`config.mk`:
```
export PLATFORM = sky130hd
export DESIGN_NAME = frx_rx_status
export DESIGN_NICKNAME = d
export VERILOG_FILES = /design/src/pkg/frx_pkg.sv /design/src/verilog/frx_rx_status.sv /design/src/verilog/frx_sticky_flag.sv /design/src/verilog/frx_code_fifo.sv
export SDC_FILE = /design/constraint.sdc
export NUM_CORES = 1
export LEC_CHECK = 0
export BUFFER_PORTS_ARGS = -buffer_cell sky130_fd_sc_hd__buf_2
export CAP_MARGIN = 20
export CORE_MARGIN = 2
export CORE_UTILIZATION = 30
export DETAILED_ROUTE_END_ITERATION = 10
export GPL_ROUTABILITY_DRIVEN = 0
export SYNTH_ARGS = -nofsm -noshare
export SYNTH_HDL_FRONTEND = slang
export SYNTH_SLANG_ARGS = --single-unit
```
`constraint.sdc`:
```
create_clock -name core_clk_in -period 4.15 [get_ports core_clk_in]
set_clock_uncertainty 0.05 [all_clocks]
set_input_delay 0.83 -clock core_clk_in [delete_from_list [all_inputs] [get_ports core_clk_in]]
set_output_delay 0.83 -clock core_clk_in [all_outputs]
set_load 0.005 [all_outputs]
```
`src/pkg/frx_pkg.sv`:
```
// Purpose: Shared constants for the receive alarm-code status block
// Assumes: Byte addresses on an 8-bit register address port, 16-bit data
// Notes: Field positions are bit indices within a 16-bit register word
package frx_pkg;
  localparam int ADDR_W = 8;
  localparam int DATA_W = 16;
  localparam int CODE_W = 6;
  localparam int FLAG_W = 3;
  localparam int FIFO_DEPTH = 16;

  // Register byte offsets
  localparam logic [ADDR_W-1:0] OFS_CONTROL = 8'hD0;
  localparam logic [ADDR_W-1:0] OFS_STATUS = 8'hD4;
  localparam logic [ADDR_W-1:0] OFS_LATCHED = 8'hD6;
  localparam logic [ADDR_W-1:0] OFS_IRQ_EN = 8'hD8;
  localparam logic [ADDR_W-1:0] OFS_FIFO_DATA = 8'hDC;

  // Control register field
  localparam int BIT_SOFT_RST = 0;

  // Status, latched status and enable fields
  localparam int BIT_IDLE = 0;
  localparam int BIT_CODEWORD = 1;
  localparam int BIT_OVERFLOW = 2;
  localparam int BIT_EMPTY = 3;

  // FIFO data register fields
  localparam int BIT_INVALID = 7;

  // Reset values
  localparam logic CONTROL_RST = 1'h0;
  localparam logic [FLAG_W-1:0] LATCHED_RST = 3'h1;
  localparam logic [FLAG_W-1:0] IRQ_EN_RST = 3'h0;
  localparam logic [FLAG_W-1:0] FLAGS_NONE = 3'h0;
  localparam logic [DATA_W-1:0] ZERO_WORD = 16'h0000;
endpackage : frx_pkg

```
`src/verilog/frx_rx_status.sv`:
```
// Purpose: Receive alarm-code register bank with code store and status
// Assumes: Code detector runs on core_clk_in; codes arrive as 1-cycle pulses
// Notes: Read data is valid only in the cycle after the read strobe
//
// Implementation choice: the address-and-strobe port.
`timescale 1ns/10ps
module frx_rx_status #(
  parameter int FIFO_DEPTH = frx_pkg::FIFO_DEPTH
) (
  input wire logic core_clk_in,
  input wire logic sys_rst_in,
  input wire logic [frx_pkg::ADDR_W-1:0] reg_addr_in,
  input wire logic [frx_pkg::DATA_W-1:0] reg_wdata_in,
  input wire logic reg_wr_in,
  input wire logic reg_rd_in,
  output logic [frx_pkg::DATA_W-1:0] reg_rdata_out,
  input wire logic code_valid_in,
  input wire logic [frx_pkg::CODE_W-1:0] code_bits_in,
  input wire logic codeword_active_in,
  input wire logic idle_active_in,
  input wire logic port_global_irq_enable_in,
  output logic detector_reset_out,
  output logic irq_out
);
  localparam int FW = frx_pkg::FLAG_W;
  localparam int DW = frx_pkg::DATA_W;
  localparam int CNT_W = $clog2(FIFO_DEPTH+1);

  logic rx_code_soft_reset;
  logic [FW-1:0] irq_en_reg;
  logic [DW-1:0] rdata_reg;
  logic [DW-1:0] rd_word;
  logic rx_codeword_present;
  logic rx_idle_present;
  logic cw_prev_reg;
  logic idle_prev_reg;
  logic [FW-1:0] flag_set;
  logic [FW-1:0] flag_clr;
  logic [FW-1:0] latched;
  logic rx_code_fifo_empty;
  logic fifo_full;
  logic fifo_overflow;
  logic [frx_pkg::CODE_W-1:0] fifo_head;
  logic [CNT_W-1:0] fifo_count;
  logic code_push;
  logic code_pop;
  logic wr_control;
  logic wr_latched;
  logic wr_irq_en;
  logic rd_fifo;

  function automatic logic reg_hit(
    input logic [frx_pkg::ADDR_W-1:0] addr,
    input logic [frx_pkg::ADDR_W-1:0] ofs
  );
    reg_hit = (addr == ofs);
  endfunction : reg_hit

  // Register strobes
  assign wr_control = reg_wr_in && reg_hit(reg_addr_in, frx_pkg::OFS_CONTROL);
  assign wr_latched = reg_wr_in && reg_hit(reg_addr_in, frx_pkg::OFS_LATCHED);
  assign wr_irq_en = reg_wr_in && reg_hit(reg_addr_in, frx_pkg::OFS_IRQ_EN);
  assign rd_fifo = reg_rd_in && reg_hit(reg_addr_in, frx_pkg::OFS_FIFO_DATA);

  // Control register
  always_ff @(posedge core_clk_in) begin
    if (sys_rst_in) begin
      rx_code_soft_reset <= frx_pkg::CONTROL_RST;
    end else if (wr_control) begin
      rx_code_soft_reset <= reg_wdata_in[frx_pkg::BIT_SOFT_RST];
    end
  end

  assign detector_reset_out = rx_code_soft_reset;

  // Interrupt enable register
  always_ff @(posedge core_clk_in) begin
    if (sys_rst_in) begin
      irq_en_reg <= frx_pkg::IRQ_EN_RST;
    end else if (wr_irq_en) begin
      irq_en_reg <= reg_wdata_in[FW-1:0];
    end
  end

  // Live status, forced low while the receiver is held in reset
  assign rx_codeword_present = codeword_active_in && !rx_code_soft_reset;
  assign rx_idle_present = idle_active_in && !rx_code_soft_reset;

  always_ff @(posedge core_clk_in) begin
    if (sys_rst_in) begin
      cw_prev_reg <= 1'h0;
      idle_prev_reg <= 1'h0;
    end else begin
      cw_prev_reg <= rx_codeword_present;
      idle_prev_reg <= rx_idle_present;
    end
  end

  // Code store
  assign code_push = code_valid_in && !rx_code_soft_reset;
  assign code_pop = rd_fifo;

  frx_code_fifo #(
    .WIDTH(frx_pkg::CODE_W),
    .DEPTH(FIFO_DEPTH)
  ) u_fifo (
    .core_clk_in(core_clk_in),
    .sys_rst_in(sys_rst_in),
    .flush_in(rx_code_soft_reset),
    .push_in(code_push),
    .data_in(code_bits_in),
    .pop_in(code_pop),
    .head_out(fifo_head),
    .empty_out(rx_code_fifo_empty),
    .full_out(fifo_full),
    .overflow_out(fifo_overflow),
    .count_out(fifo_count)
  );

  // Latched flag events
  always_comb begin
    flag_set = frx_pkg::FLAGS_NONE;
    flag_set[frx_pkg::BIT_IDLE] = rx_idle_present && !idle_prev_reg;
    flag_set[frx_pkg::BIT_CODEWORD] = rx_codeword_present && !cw_prev_reg;
    flag_set[frx_pkg::BIT_OVERFLOW] = fifo_overflow;
  end

  assign flag_clr = wr_latched ? reg_wdata_in[FW-1:0] : frx_pkg::FLAGS_NONE;

  for (genvar i = 0; i < FW; i++) begin : g_flag
    frx_sticky_flag #(
      .RST_VAL(frx_pkg::LATCHED_RST[i])
    ) u_flag (
      .core_clk_in(core_clk_in),
      .sys_rst_in(sys_rst_in),
      .set_in(flag_set[i]),
      .clr_in(flag_clr[i]),
      .flag_out(latched[i])
    );
  end

  assign irq_out = port_global_irq_enable_in && |(latched & irq_en_reg);

  // Read multiplexer
  always_comb begin
    rd_word = frx_pkg::ZERO_WORD;
    if (reg_hit(reg_addr_in, frx_pkg::OFS_CONTROL)) begin
      rd_word[frx_pkg::BIT_SOFT_RST] = rx_code_soft_reset;
    end else if (reg_hit(reg_addr_in, frx_pkg::OFS_STATUS)) begin
      rd_word[frx_pkg::BIT_EMPTY] = rx_code_fifo_empty;
      rd_word[frx_pkg::BIT_CODEWORD] = rx_codeword_present;
      rd_word[frx_pkg::BIT_IDLE] = rx_idle_present;
    end else if (reg_hit(reg_addr_in, frx_pkg::OFS_LATCHED)) begin
      rd_word[FW-1:0] = latched;
    end else if (reg_hit(reg_addr_in, frx_pkg::OFS_IRQ_EN)) begin
      rd_word[FW-1:0] = irq_en_reg;
    end else if (reg_hit(reg_addr_in, frx_pkg::OFS_FIFO_DATA)) begin
      rd_word[frx_pkg::BIT_INVALID] = rx_code_fifo_empty;
      if (!rx_code_fifo_empty) begin
        rd_word[frx_pkg::CODE_W-1:0] = fifo_head;
      end
    end
  end

  // Read data stands only in the cycle after the strobe
  always_ff @(posedge core_clk_in) begin
    if (sys_rst_in) begin
      rdata_reg <= frx_pkg::ZERO_WORD;
    end else if (reg_rd_in) begin
      rdata_reg <= rd_word;
    end else begin
      rdata_reg <= frx_pkg::ZERO_WORD;
    end
  end

  assign reg_rdata_out = rdata_reg;
endmodule : frx_rx_status

```
`src/verilog/frx_sticky_flag.sv`:
```
// Purpose: One sticky status flag, set by hardware, cleared by software
// Assumes: Synchronous active-high reset
// Notes: A set in the clearing cycle wins
`timescale 1ns/10ps
module frx_sticky_flag #(
  parameter logic RST_VAL = 1'h0
) (
  input wire logic core_clk_in,
  input wire logic sys_rst_in,
  input wire logic set_in,
  input wire logic clr_in,
  output logic flag_out
);
  logic flag_reg;

  always_ff @(posedge core_clk_in) begin
    if (sys_rst_in) begin
      flag_reg <= RST_VAL;
    end else if (set_in) begin
      flag_reg <= 1'h1;
    end else if (clr_in) begin
      flag_reg <= 1'h0;
    end
  end

  assign flag_out = flag_reg;
endmodule : frx_sticky_flag

```
`src/verilog/frx_code_fifo.sv`:
```
// Purpose: Circular store for received six-bit codes
// Assumes: Push and pop come from logic on the same clock
// Notes: A push into a full store is dropped and flagged unless a pop comes in the same cycle
`timescale 1ns/10ps
module frx_code_fifo #(
  parameter int WIDTH = 6,
  parameter int DEPTH = 16
) (
  input wire logic core_clk_in,
  input wire logic sys_rst_in,
  input wire logic flush_in,
  input wire logic push_in,
  input wire logic [WIDTH-1:0] data_in,
  input wire logic pop_in,
  output logic [WIDTH-1:0] head_out,
  output logic empty_out,
  output logic full_out,
  output logic overflow_out,
  output logic [$clog2(DEPTH+1)-1:0] count_out
);
  localparam int PW = $clog2(DEPTH);
  localparam int CW = $clog2(DEPTH+1);
  localparam logic [PW-1:0] LAST = PW'(DEPTH - 1);
  localparam logic [CW-1:0] FULL_CNT = CW'(DEPTH);

  logic [WIDTH-1:0] mem [DEPTH];
  logic [PW-1:0] wr_ptr_reg;
  logic [PW-1:0] rd_ptr_reg;
  logic [CW-1:0] count_reg;
  logic do_push;
  logic do_pop;

  function automatic logic [PW-1:0] ptr_step(input logic [PW-1:0] p);
    ptr_step = (p == LAST) ? '0 : PW'(p + 1'b1);
  endfunction : ptr_step

  assign empty_out = (count_reg == '0);
  assign full_out = (count_reg == FULL_CNT);
  assign do_pop = pop_in && !empty_out;
  assign do_push = push_in && (!full_out || do_pop);
  assign overflow_out = push_in && full_out && !do_pop;
  assign head_out = mem[rd_ptr_reg];
  assign count_out = count_reg;

  always_ff @(posedge core_clk_in) begin
    if (do_push) begin
      mem[wr_ptr_reg] <= data_in;
    end
  end

  always_ff @(posedge core_clk_in) begin
    if (sys_rst_in || flush_in) begin
      wr_ptr_reg <= '0;
      rd_ptr_reg <= '0;
      count_reg <= '0;
    end else begin
      if (do_push) begin
        wr_ptr_reg <= ptr_step(wr_ptr_reg);
      end
      if (do_pop) begin
        rd_ptr_reg <= ptr_step(rd_ptr_reg);
      end
      if (do_push && !do_pop) begin
        count_reg <= CW'(count_reg + 1'b1);
      end else if (do_pop && !do_push) begin
        count_reg <= CW'(count_reg - 1'b1);
      end
    end
  end
endmodule : frx_code_fifo

```
=== After elaboration in Yosys (flattened, before gate mapping) ===
Memory sizes are Yosys's and may differ from the RTL's. A register that Yosys moved wholly into a read port is not among the register bits.
Cells that the tools add are included.

* $add $sub $neg: 4
* Bitwise gates (word level): 3
* Eq/ne operators: 8
* Mux-type cells: 22
* Reductions and logical operators: 36

{| class="wikitable"
|+ Operators by type and width
! kind !! count
|-
| $eq A8 B8 Y1 const B || 5
|-
| $logic_and A1 B1 Y1 || 16
|-
| $mux W4 || 4
|-
| $mux W3 || 5
|-
| $mux W6 || 2
|-
| $mux W5 || 2
|-
| $add A4 B1 Y4 const B || 2
|-
| $eq A4 B4 Y1 const B || 2
|-
| $mux W1 || 8
|-
| $reduce_or A8 Y1 || 1
|-
| $logic_not A1 Y1 || 7
|-
| $reduce_or A7 Y1 || 1
|-
| $reduce_bool A2 Y1 || 3
|-
| $reduce_or A3 Y1 || 2
|-
| $add A5 B1 Y5 const B || 1
|-
| $eq A5 B5 Y1 const B || 1
|-
| $logic_not A5 Y1 || 1
|-
| $sub A5 B1 Y5 const B || 1
|-
| $reduce_or A2 Y1 || 2
|-
| $reduce_or A4 Y1 || 1
|-
| $and A3 B3 Y3 || 1
|-
| $logic_or A1 B1 Y1 || 2
|-
| $mux W2 || 1
|-
| $not A1 Y1 || 2
|}

* Memory bits (writable): 96
* Flip-flop bits (word level): 38
* Memories kept: 1
* Input port bits: 38

{| class="wikitable"
|+ Memory list
! name !! words !! bits a word !! rd ports !! clocked after memory_dff !! write ports !! line !! RTL
|-
| u_fifo.mem || 16 || 6 || 1 || 1 || 1 || frx_code_fifo.sv:26 || <nowiki>logic [WIDTH-1:0] mem [DEPTH];</nowiki>
|}

=== Depth between registers and ports, before layout ===
Gate-level depths: netlist (run 1).

* Depth in word-level cells: 9
* Gate-level depth with buffers: 14
* Gate-level depth less buffers: 11

=== Modules after synthesis ===
A second synthesis (run 1) with hierarchy kept.

* Cells, all modules: 379
* Area total of the unflattened synthesis: 5532.8 µm²

{| class="wikitable"
|+ Modules (own cells, without submodules)
! module !! cells each !! instances !! area each (µm²) !! seq. area each (µm²)
|-
| frx_code_fifo || 272 || 1 || 4593.2 || 3223.1
|-
| frx_rx_status || 95 || 1 || 829.5 || 260.2
|-
| frx_sticky_flag (g_flag[1].u_flag ...) || 4 || 2 || 38.8 || 20.0
|-
| frx_sticky_flag (g_flag[0].u_flag) || 4 || 1 || 32.5 || 20.0
|}

=== Worst setup path after synthesis (run 1) ===
No wires, ideal clock.

* Path type: input to register
* From: input reg_addr_in[1] in the netlist's numbering
* To: register u_fifo.count_reg[4] (netlist: u_fifo.count_out[4])
* Required time: 4029 ps
* Slack: 645 ps
* Cell stages on the path: 14
* Arrival time: 3385 ps
* Path buffers: 3
* Library setup time: 71 ps
* Path through: clkbuf_1 > nor2b_1 > and4_1 > o21a_1 > buf_2 > buf_2 > ha_1 > inv_1 > fa_1 > a21o_1 > a21oi_1 > xnor2_1 > or3_1 > a21oi_1

* Cells in the longest elaborated chain, start to end: 8
* Elaborated cells on any way between the ends: 11

{| class="wikitable"
|+ Ends and longest elaborated chain
! item !! line !! RTL
|-
| from (decl) || frx_rx_status.sv:12 || <nowiki>input wire logic [frx_pkg::ADDR_W-1:0] reg_addr_in,</nowiki>
|-
| $eq A8 B8 Y1 (*) || frx_rx_status.sv:56 || <nowiki>reg_hit = (addr == ofs);</nowiki>
|-
| $logic_and A1 B1 Y1 (*) || frx_rx_status.sv:63 || <nowiki>assign rd_fifo = reg_rd_in && reg_hit(reg_addr_in, frx_pkg::OFS_FIFO_DATA);</nowiki>
|-
| $logic_and A1 B1 Y1 (*) || frx_code_fifo.sv:39 || <nowiki>assign do_pop = pop_in && !empty_out;</nowiki>
|-
| $logic_or A1 B1 Y1 (*) || frx_code_fifo.sv:40 || <nowiki>assign do_push = push_in && (!full_out || do_pop);</nowiki>
|-
| $logic_and A1 B1 Y1 (*) || frx_code_fifo.sv:40 ||
|-
| net u_fifo.do_push || frx_code_fifo.sv:30 || <nowiki>logic do_push;</nowiki>
|-
| $logic_not A1 Y1 || frx_code_fifo.sv:65 || <nowiki>end else if (do_pop && !do_push) begin</nowiki>
|-
| $logic_and A1 B1 Y1 || frx_code_fifo.sv:65 ||
|-
| $reduce_bool A2 Y1 (no source line) || n/a ||
|-
| to (signal assigned) || frx_code_fifo.sv:64 || <nowiki>count_reg <= CW'(count_reg + 1'b1);</nowiki>
|-
| to (signal assigned) || frx_code_fifo.sv:66 || <nowiki>count_reg <= CW'(count_reg - 1'b1);</nowiki>
|-
| to (decl) || frx_code_fifo.sv:29 || <nowiki>logic [CW-1:0] count_reg;</nowiki>
|}

Mark *: on every way through the listed nets, which the timed path passes. The rest lies on a longest branch.
A chain may end at the register's enable or synchronous reset.

=== Worst setup path after layout (run 1) ===
* From: input reg_addr_in[2] in the netlist's numbering
* To: register u_fifo.count_reg[4] (netlist: u_fifo.count_out[4])

* Cells in the longest elaborated chain, start to end: 8
* Elaborated cells on any way between the ends: 11

{| class="wikitable"
|+ Ends and longest elaborated chain
! item !! line
|-
| $eq A8 B8 Y1 (*) || frx_rx_status.sv:56
|-
| $logic_and A1 B1 Y1 (*) || frx_rx_status.sv:63
|-
| $logic_and A1 B1 Y1 (*) || frx_code_fifo.sv:39
|-
| $logic_or A1 B1 Y1 || frx_code_fifo.sv:40
|-
| $logic_and A1 B1 Y1 || frx_code_fifo.sv:40
|-
| $logic_not A1 Y1 || frx_code_fifo.sv:65
|-
| $logic_and A1 B1 Y1 || frx_code_fifo.sv:65
|-
| $reduce_bool A2 Y1 (no source line) || n/a
|}

Mark *: on every way between the ends. The rest lies on a longest branch, timed or not.

==> results.toml, run 1 <==
[run_status]
status = "completed"

[global_route]
grt_overflow = 0
grt_use_total_pct = 11.8
antenna_found_initial = 0
grt_pass1_wl_mm = 17.2
grt_start_max_net_pins = 25
grt_pass1_vias = 3086

[hold_path]
hold_class = "flop to flop"
holdPathEnd = "g_flag[1].u_flag.flag_out"
hold_depth = 1
min_from = "cw_prev_reg"

[pwr]
p_int_uw = 2530
pwr-share-seq_pct = 45.1
p_comb_share_pct = 7.9
clkPwrFrac_pct = 47.0
leakage_uw = 0.00231
sw_frac_of_total_pct = 21.4
ir_worst_vdd_mv = 0.292
power_density_mw_per_mm2 = 502
switchingPower_uw = 690

[sta]
period_minus_slack_ns = 3.11
fin_crit_sh_pct = 74.8
rsz0062_at_grt = "no"
setup_violations = 0
fmax_mhz = 322
slew_headroom_pct = 35.9
fin_ws_ns = 1.04
setup_tns_ns = 0
report.final.slew_viol_count = 0
worstMarginPinSlew_ns = 0.961
hold_viol = 0

[final_layout]
n_fill_cell = 1686
syn2layout_area_growth_pct = 17.6
multiInputGateArea_mm2 = 0.00176
num_antenna_cells = 0
regArea_mm2 = 0.00354
mostFrequentLayoutCell = "edfxtp_1"
fin_nets = 449
final_area_mm2 = 0.00642
final_cell_mix = "96 x edfxtp_1, 33 x dfxtp_1, 33 x buf_2"
drive_gt1_share_pct = 20.3
largest_register_ffs = 96
largest_register = "u_fifo.mem"

[critical_path]
crit_slowest_cell = "and4_1"
cp.required_ns = 4.44
start_kind = "primary input"
r2r_start = "u_fifo.count_out[0]"
path_max_fanout = 7
timing.rr.end = "u_fifo.count_out[4]"
path_cells = "buf_2 -> nor2b_1 -> and4_1 -> nand2_1 -> ha_1 -> inv_1 -> ha_1 -> a21o_1 -> a21oi_1 -> xnor2_1 -> or3_1 -> a21oi_1"
worst_ep_arrival_time_ns = 3.39
r2r_cells = 11
ff2ff_setup_slack_ns = 1.11
crit_path_end_kind = "flop"
slowest_delay_ns = 0.36
crit_type = "primary input to flop"

[die]
rows = 49
die_width_um = 139
die_h_um = 139
ios = 56
core_area_mm2 = 0.0179
initial_core_util_pct = 30.5
dieArea_mm2 = 0.0193

[yosys]
yosys.area_share.adder_pct = 2.43
synth_area_leader_cell = "edfxtp_1"
avgSynthCellArea_um2 = 15.1
synth_xor_area_share_pct = 0.962
ys_types = 49
synth_area_leaders = "edfxtp_1 53%, dfxtp_1 12%, mux4_2 6.6%"
synthArstFlopShare_pct = 0
synthCells = 361
syn-cell-area_mm2 = 0.00546
synthSimpleGateAreaFrac_pct = 10.1
synth-compound-area-share_pct = 4.81
yosysSeqAreaShare_pct = 64.9
synth_ff_type = "edfxtp_1"
synthMuxAreaShare_pct = 13.2
synth_edf_count = 96
synth_top_area_share_pct = 52.8
synth-warning-count = 0
ys_ff_latch = 129
synth_top_family_by_area = "multiplexers"

[placed_design]
port_buffers = 33
place_area_mm2 = 0.00582
preCtsSetupSlack_ns = 0.669
hpwlAfterDp_mm = 7.62

[clock_tree]
insertion_delay_ns = 0.41
cts_tree = "built"
clkSinkCount = 129
cts_buffers = 17
cts-resized-gates = 0
cts_hold_buf = 0
clockBufferDepth = 2
cts_max_level = 4
cts_root_buffer = "clkbuf_16"
cts_setup_buffers = 0
path_clk_slew_ns = 0.05

[detailed_routing]
firstDrtPassIters = 4
drt_iter0_markers = 278
antenna_left = 0
vias_per_cell = 4.84
vias = 3109
route.detailed.drc = 0
post_drt_wl_per_cell_um = 17.2
wl_mm = 11.1

[run]
maxCapViolCount = 0
[metal layers]
metal	vias to the layer above	global-route usage (%)	wire length [um]
met3	7	3.14	332
li1	1468	-	-
met2	62	20.2	5740
met1	1572	14.4	4880
met4	0	3.99	127
met5	-	0	0
[cell type report]
class                   instances  share of cell area, %
repair buffers                 38                   3.16
multi-input cells             207                   27.4
flip-flops and latches        129                   55.2
clock inverters                11                   2.53
well taps                     229                   4.46
clock buffers                  21                   6.86
inverters                       8                  0.467
[logic make-up (layout without fill, tap and decap cells)]
kind of cell	after synthesis	in the layout
AOI/OAI and AO/OA	38	38
xor gates and xnor gates	6	6
adders and majority gates	10	10
buffers and inverters	33	78
DFF	129	129
muxes	36	36
other	1	9
and+or+nand+nor	108	108
[power by group through the flow]
stage | registers (uW) | clock network, uW | logic (uW)
final | 1450 | 1520 | 254
after global routing | 1460 | 1590 | 285
after CTS | 1450 | 1530 | 256
after detailed placement | 1480 | 0 | 255
after global placement | 1480 | 0 | 245
after floorplan | 1470 | 0 | 186
[worst max-delay path, delay by kind of cell]
| kind | cells | cell delay (ns) |
|---|---|---|
| buffers and inverters | 2 | 0.30 |
| adder cells (fa/ha/maj) | 2 | 0.57 |
| AO/OA/AOI/OAI | 3 | 0.48 |
| XOR/XNOR | 1 | 0.09 |
| AND/OR/NAND/NOR | 4 | 1.13 |
[worst max-delay path by stage]
stage | startpoint | to
2_1_floorplan | reg_addr_in[1] | u_fifo.count_out[4]
5_1_grt | reg_addr_in[2] | u_fifo.count_out[4]
3_5_place_dp | reg_addr_in[2] | u_fifo.count_out[4]
3_3_place_gp | reg_addr_in[2] | u_fifo.count_out[4]
6_report | reg_addr_in[2] | u_fifo.count_out[4]
4_1_cts | reg_addr_in[2] | u_fifo.count_out[4]
[synth_stat cells (2+ instances only)]
master	count
nand3_1	15
and3_1	15
dfxtp_1	33
xor2_1	3
and4_1	2
and2_1	3
clkbuf_1	8
o21ai_0	8
mux4_2	16
a211oi_1	3
buf_2	5
nor2_1	24
ha_1	9
xnor2_1	3
nor2b_1	9
nor3b_1	2
a21oi_1	8
a21o_1	2
a22oi_1	5
nor3_1	3
mux2i_1	10
buf_4	10
edfxtp_1	96
nor4_1	3
mux4_1	10
nand2_1	23
inv_1	8
nand2b_1	4
[metrics by stage]
step           util [%]  hold slack (ns)  total power [uW]  instances
4_1_cts            35.9            0.382              3240        643
3_5_place_dp       32.5            0.372              1740        611
2_1_floorplan         -            0.349              1660        369
5_1_grt            35.9            0.402              3340        643
6_report           35.9            0.376              3220        643
3_3_place_gp       32.5            0.354              1720        611
(Power assumes the default switching activity.)
==> inputs of run 2 (changes only) <==
- ABC_AREA: default -> 1
- clock period: 4.15 -> 2.6 ns (I/O delays scaled with it)
==> run 2 against run 1 <==
Compared with the run above:
- clock power increased by 66%
- synthesized area increased by 2.0%
- sequential power increased by 58%
- final area increased by 6.7%
- synthesized cell count increased by 49%
- global-route usage increased by 1.2 points
- core utilization increased by 2.0 points
- power increased by 60%
- largest power group unchanged
==> results.toml, run 2 <==
[detailed_routing]
vias = 4006
route.detailed.drc = 0
vias_per_cell = 4.74
wl_mm = 12.5
antenna_left = 0
firstDrtPassIters = 5
post_drt_wl_per_cell_um = 14.8
drt_iter0_markers = 345

[global_route]
grt_start_max_net_pins = 49
grt_overflow = 0
antenna_found_initial = 0
grt_pass1_vias = 3818
grt_pass1_wl_mm = 19.5
grt_use_total_pct = 13.0

[clock_tree]
clockBufferDepth = 2
cts_hold_buf = 0
cts_root_buffer = "clkbuf_16"
clkSinkCount = 129
insertion_delay_ns = 0.42
path_clk_slew_ns = 0.06
cts_tree = "built"
cts_max_level = 4
cts_buffers = 17

[yosys]
avgSynthCellArea_um2 = 10.4
synth_area_leaders = "edfxtp_1 52%, dfxtp_1 12%, nor2_1 5.3%"
synth-warning-count = 0
syn-cell-area_mm2 = 0.00557
synthTopCellsByCount = "96 x edfxtp_1, 78 x nor2_1, 77 x nand2_1, 55 x o21ai_0, 46 x inv_1"
synth_area_leader_cell = "edfxtp_1"
synthCells = 537
synth.most_common_cell = "edfxtp_1"
ys_ff_latch = 129
synthArstFlopShare_pct = 0
synth_top_area_share_pct = 51.8
synth_ff_type = "edfxtp_1"
yosysSeqAreaShare_pct = 63.6
synth_edf_count = 96
ys_types = 40

[critical_path]
critPathCapture = "u_fifo.count_out[4]"
ff2ff_setup_slack_ns = 0.14
start_kind = "flop"
crit_type = "flop to flop"
crit_path_end_kind = "flop"
path_max_fanout = 4
worst_ep_arrival_time_ns = 2.72
r2r_cells = 17
timing.rr.end = "u_fifo.count_out[4]"
crit_slowest_cell = "dfxtp_1"
cp_num_buf_inv = 2
cp_top_family = "simple AND/OR/NAND/NOR gates"
slowest_delay_ns = 0.36
worst-path-stages = 17
path_cells = "nor2_1 -> nand3_2 -> nor2_4 -> nor2_4 -> nand2_4 -> nand2_2 -> nand2_4 -> clkinv_4 -> ha_4 -> inv_4 -> ha_4 -> a21o_1 -> a31oi_2 -> o21ai_1 -> a21o_1 -> nor2_1 -> nor2_1"
crit_path_start = "u_fifo.count_out[1]"
cp.required_ns = 2.86
r2r_start = "u_fifo.count_out[1]"
cp_common_cell = "nor2_1"

[final_layout]
largest_register = "u_fifo.mem"
largest_register_ffs = 96
mostFrequentLayoutCell = "edfxtp_1"
num_antenna_cells = 0
final_cell_mix = "96 x edfxtp_1, 78 x nor2_1, 76 x nand2_1"
fin_nets = 651
drive_gt1_share_pct = 19.3
n_fill_cell = 1706
syn2layout_area_growth_pct = 23.1

[pwr]
power_density_mw_per_mm2 = 752
total_power_uw = 5160
ir_worst_vdd_mv = 0.478
leakage_uw = 0.00262

[sta]
fmax_mhz = 407
period_minus_slack_ns = 2.46
hold_viol = 0
setup_violations = 0
fin_crit_sh_pct = 94.5
worstMarginPinSlew_ns = 0.735
slew_headroom_pct = 50.9
report.final.slew_viol_count = 0
fin_ws_ns = 0.142

[die]
die_width_um = 140
dieArea_mm2 = 0.0197
rows = 49
ios = 56
die_h_um = 140
core_area_mm2 = 0.0181
initial_core_util_pct = 30.8

[hold_path]
hold_class = "primary input to flop"

[placed_design]
port_buffers = 33
hpwlAfterDp_mm = 8.20
preCtsSetupSlack_ns = -0.142

[run_status]
status = "completed"

[run]
maxCapViolCount = 0
-- run 2: worst min path at each step --
stage,end,slack [ns],depth (start not counted),from
2_1_floorplan,g_flag[0].u_flag.flag_out,0.38,1,idle_prev_reg
3_3_place_gp,g_flag[0].u_flag.flag_out,0.40,1,idle_prev_reg
3_5_place_dp,g_flag[0].u_flag.flag_out,0.40,1,idle_prev_reg
4_1_cts,idle_prev_reg,0.30,3,idle_active_in
5_1_grt,idle_prev_reg,0.32,3,idle_active_in
6_report,idle_prev_reg,0.31,3,idle_active_in
-- run 2: final cells by class --
type	count	area (um^2)	share of cell area [%]
sequential	129	3540	51.7
timing repair buffer	65	418	6.09
inverter	52	203	2.96
multi-input combinational	338	1770	25.9
clock buffer	18	429	6.26
clock inverter	14	204	2.97
tap	229	287	4.18
-- run 2: report_power, final --
group,total (uW),switching [uW],internal [uW]
clock,2530,911,1620
combinational,342,204,138
sequential,2290,28.4,2260
-- run 2: routing by layer --
layer / vias to the layer above / share of wire (%) / track usage (%) / routed length [um]
li1: 1967 / - / - / -
met1: 1911 / 42 / 15.3 / 5210
met2: 107 / 52 / 22.8 / 6570
met3: 21 / 3.6 / 2.74 / 457
met4: 0 / 2.3 / 6.01 / 293
met5: - / 0 / 0 / 0
-- run 2: cells by family after synthesis --
kind of cell	Yosys count	share of synthesized area [%]
xor gates and xnor gates	4	0.629
other	1	0.0673
DFF	129	63.6
buffers and inverters	78	6.15
and+or+nand+nor	212	16.9
adders and majority gates	10	2.38
AOI/OAI and AO/OA	103	10.2
-- run 2: timing repair --
action                                  4_1_cts  5_1_grt
endpoints found under the setup margin        0        2
buffers inserted                              0        1
resized for setup                             0        3
-- run 2: per-stage QoR --
step / instance area, um^2 / std cells / utilization, % / TNS, ns / hold WS [ns]
6_report: 6860 / 845 / 37.9 / 0 / 0.310
5_1_grt: 6860 / 845 / 37.9 / -0.0187 / 0.320
4_1_cts: 6830 / 844 / 37.8 / 0 / 0.296
3_5_place_dp: 6200 / 812 / 34.3 / -0.289 / 0.402
3_3_place_gp: 6200 / 812 / 34.3 / -0.193 / 0.395
2_1_floorplan: 5650 / 545 / - / -0.0437 / 0.382
-- run 2: tightest hold or removal path: cells and delay by family --
family	cells	cell delay (ns)
buffers and inverters	2	0.14
AND/OR/NAND/NOR	1	0.09
==> inputs of run 3 (changes only) <==
- CORE_ASPECT_RATIO: default -> 0.5
- clock period: 2.6 -> 2 ns (I/O delays scaled with it)
==> run 3 against run 2 <==
Compared with the run above:
- the run now ends with setup timing left
- cell count up 4.7%
- die area grew 0.34%
- setup slack got worse by 0.42 ns
- critical path depth did not move
- largest power group unchanged
- sequential share of layout area shrank 2.4 points
- combinational power increased by 80%
- hold slack worse by 0.10 ns
- flip-flop and latch count did not move
- register-to-register slack worse by 0.42 ns
- critical path type unchanged
- via count increased by 0.87%
==> results.toml, run 3 (synthesis results as in run 2) <==
[critical_path]
timing.rr.end = "u_fifo.count_out[3]"
slowest_delay_ns = 0.33
start_kind = "flop"
r2r_start = "u_fifo.count_out[2]"
worst_ep_arrival_time_ns = 2.53
ff2ff_setup_slack_ns = -0.28
path_max_fanout = 4
cp.required_ns = 2.25
path_cells = "nor2_4 -> nand3_4 -> nor2_4 -> nor2_4 -> nand2_4 -> nand2_4 -> nand2_4 -> clkinv_4 -> ha_4 -> inv_6 -> buf_4 -> ha_4 -> buf_4 -> a211oi_2 -> xnor2_1 -> o21ai_1 -> inv_1"
crit_path_end_kind = "flop"
crit_slowest_cell = "dfxtp_2"
r2r_cells = 17
crit_type = "flop to flop"

[clock_tree]
cts_max_level = 4
clockBufferDepth = 2
clkSinkCount = 129
cts_buffers = 17
path_clk_slew_ns = 0.06
cts_tree = "built"
cts_root_buffer = "clkbuf_16"
insertion_delay_ns = 0.40

[final_layout]
num_antenna_cells = 0
fin_nets = 680
largest_register_ffs = 96
largest_register = "u_fifo.mem"
drive_gt1_share_pct = 26.8
mostFrequentLayoutCell = "edfxtp_1"
utilization_pct = 39.3
final_cell_mix = "96 x edfxtp_1, 72 x nand2_1, 62 x nor2_1"
syn2layout_area_growth_pct = 29.2

[pwr]
switchingPower_uw = 1500
p_comb_share_pct = 9.4
p_int_uw = 5100
clkPwrFrac_pct = 45.7
leakage_uw = 0.00277
total_power_uw = 6600
power_density_mw_per_mm2 = 917
ir_worst_vdd_mv = 0.558
sw_frac_of_total_pct = 22.7
pwr-share-seq_pct = 45.0

[sta]
fin_crit_sh_pct = 114
period_minus_slack_ns = 2.28
setup_violations = 3
report.final.slew_viol_count = 0
fmax_mhz = 439
hold_viol = 0
fin_ws_ns = -0.277
rsz0062_at_grt = "yes"

[run]
maxCapViolCount = 0

[detailed_routing]
route.detailed.drc = 0
wl_mm = 12.5
firstDrtPassIters = 5
post_drt_wl_per_cell_um = 14.2
vias = 4041
drt_iter0_markers = 304
vias_per_cell = 4.57
antenna_left = 0

[placed_design]
port_buffers = 33
hpwlAfterDp_mm = 8.53

[global_route]
grt_use_total_pct = 13.1
grt_overflow = 0
grt_pass1_wl_mm = 19.8
grt_start_max_net_pins = 49
grt_pass1_vias = 3768
antenna_found_initial = 0

[die]
die_width_um = 197
initial_core_util_pct = 30.4
dieArea_mm2 = 0.0197
rows = 35
die_h_um = 100
ios = 56
core_area_mm2 = 0.0183

[hold_path]
hold_class = "primary input to flop"
min_from = "idle_active_in"
holdPathEnd = "idle_prev_reg"
hold_depth = 3

[run_status]
status = "complete, but fails checks"
violations = "setup timing"
[run 3: how the worst max path moves through the flow]
| stage | end | depth (start not counted) | startpoint | slack (ns) |
|---|---|---|---|---|
| global placement | u_fifo.count_out[4] | 19 | reg_addr_in[5] | -0.60 |
| finish | u_fifo.count_out[3] | 17 | u_fifo.count_out[2] | -0.28 |
| floorplan | u_fifo.count_out[4] | 17 | u_fifo.count_out[1] | -0.48 |
| detailed placement | u_fifo.count_out[4] | 19 | reg_addr_in[5] | -0.63 |
| CTS | u_fifo.count_out[4] | 18 | u_fifo.count_out[2] | -0.32 |
| global route | u_fifo.count_out[4] | 17 | u_fifo.count_out[2] | -0.45 |
[run 3: final cells by class]
class	instances	area (um^2)
fillers	1735	11100
flip-flops and latches	129	3540
multi-input cells	338	1880
repair buffers	94	672
clock buffers	20	447
well taps	240	300
inverters	52	218
clock inverters	12	135
[run 3: metrics by stage]
step	worst slack (ns)	hold slack [ns]	TNS (ns)	area (um^2)	instances
floorplan	-0.484	0.382	-1.87	5710	545
global placement	-0.602	0.398	-24.29	6490	848
detailed placement	-0.626	0.402	-27.24	6490	848
CTS	-0.318	0.198	-0.654	7150	883
global route	-0.446	0.210	-1.11	7190	885
finish	-0.277	0.209	-0.656	7190	885
[run 3: timing repair]
action / in CTS / in global routing
pin swaps: 9 / 9
endpoints found under the hold margin: 0 / 0
hold buffers: 0 / 0
setup endpoints to repair: 4 / 88
setup buffers: 4 / 4
resized for setup: 13 / 10
[run 3: routing by layer]
layer / GRT usage [%] / vias up / part of all wire (%)
met2: 21.1 / 98 / 47
met3: 2.62 / 10 / 4.5
met4: 4.74 / 0 / 1.1
li1: - / 2022 / -
met5: 0 / - / 0
met1: 17.6 / 1911 / 47
[run 3: worst max-delay path: cells and delay by family, from the launching register on]
kind | cells | cell delay (ns)
AND/OR/NAND/NOR | 7 | 0.58
buffers and inverters | 5 | 0.41
adder cells (fa/ha/maj) | 2 | 0.37
flip-flops | 1 | 0.33
AO/OA/AOI/OAI | 2 | 0.33
XOR/XNOR | 1 | 0.10
[run 3: power by group through the flow]
stage | Sequential [uW] | Clock [uW] | Combinational [uW]
after floorplan | 3020 | 0 | 281
after global placement | 3010 | 0 | 529
after detailed placement | 3020 | 0 | 540
after CTS | 2960 | 3070 | 586
after global routing | 2970 | 3200 | 679
final | 2970 | 3010 | 617
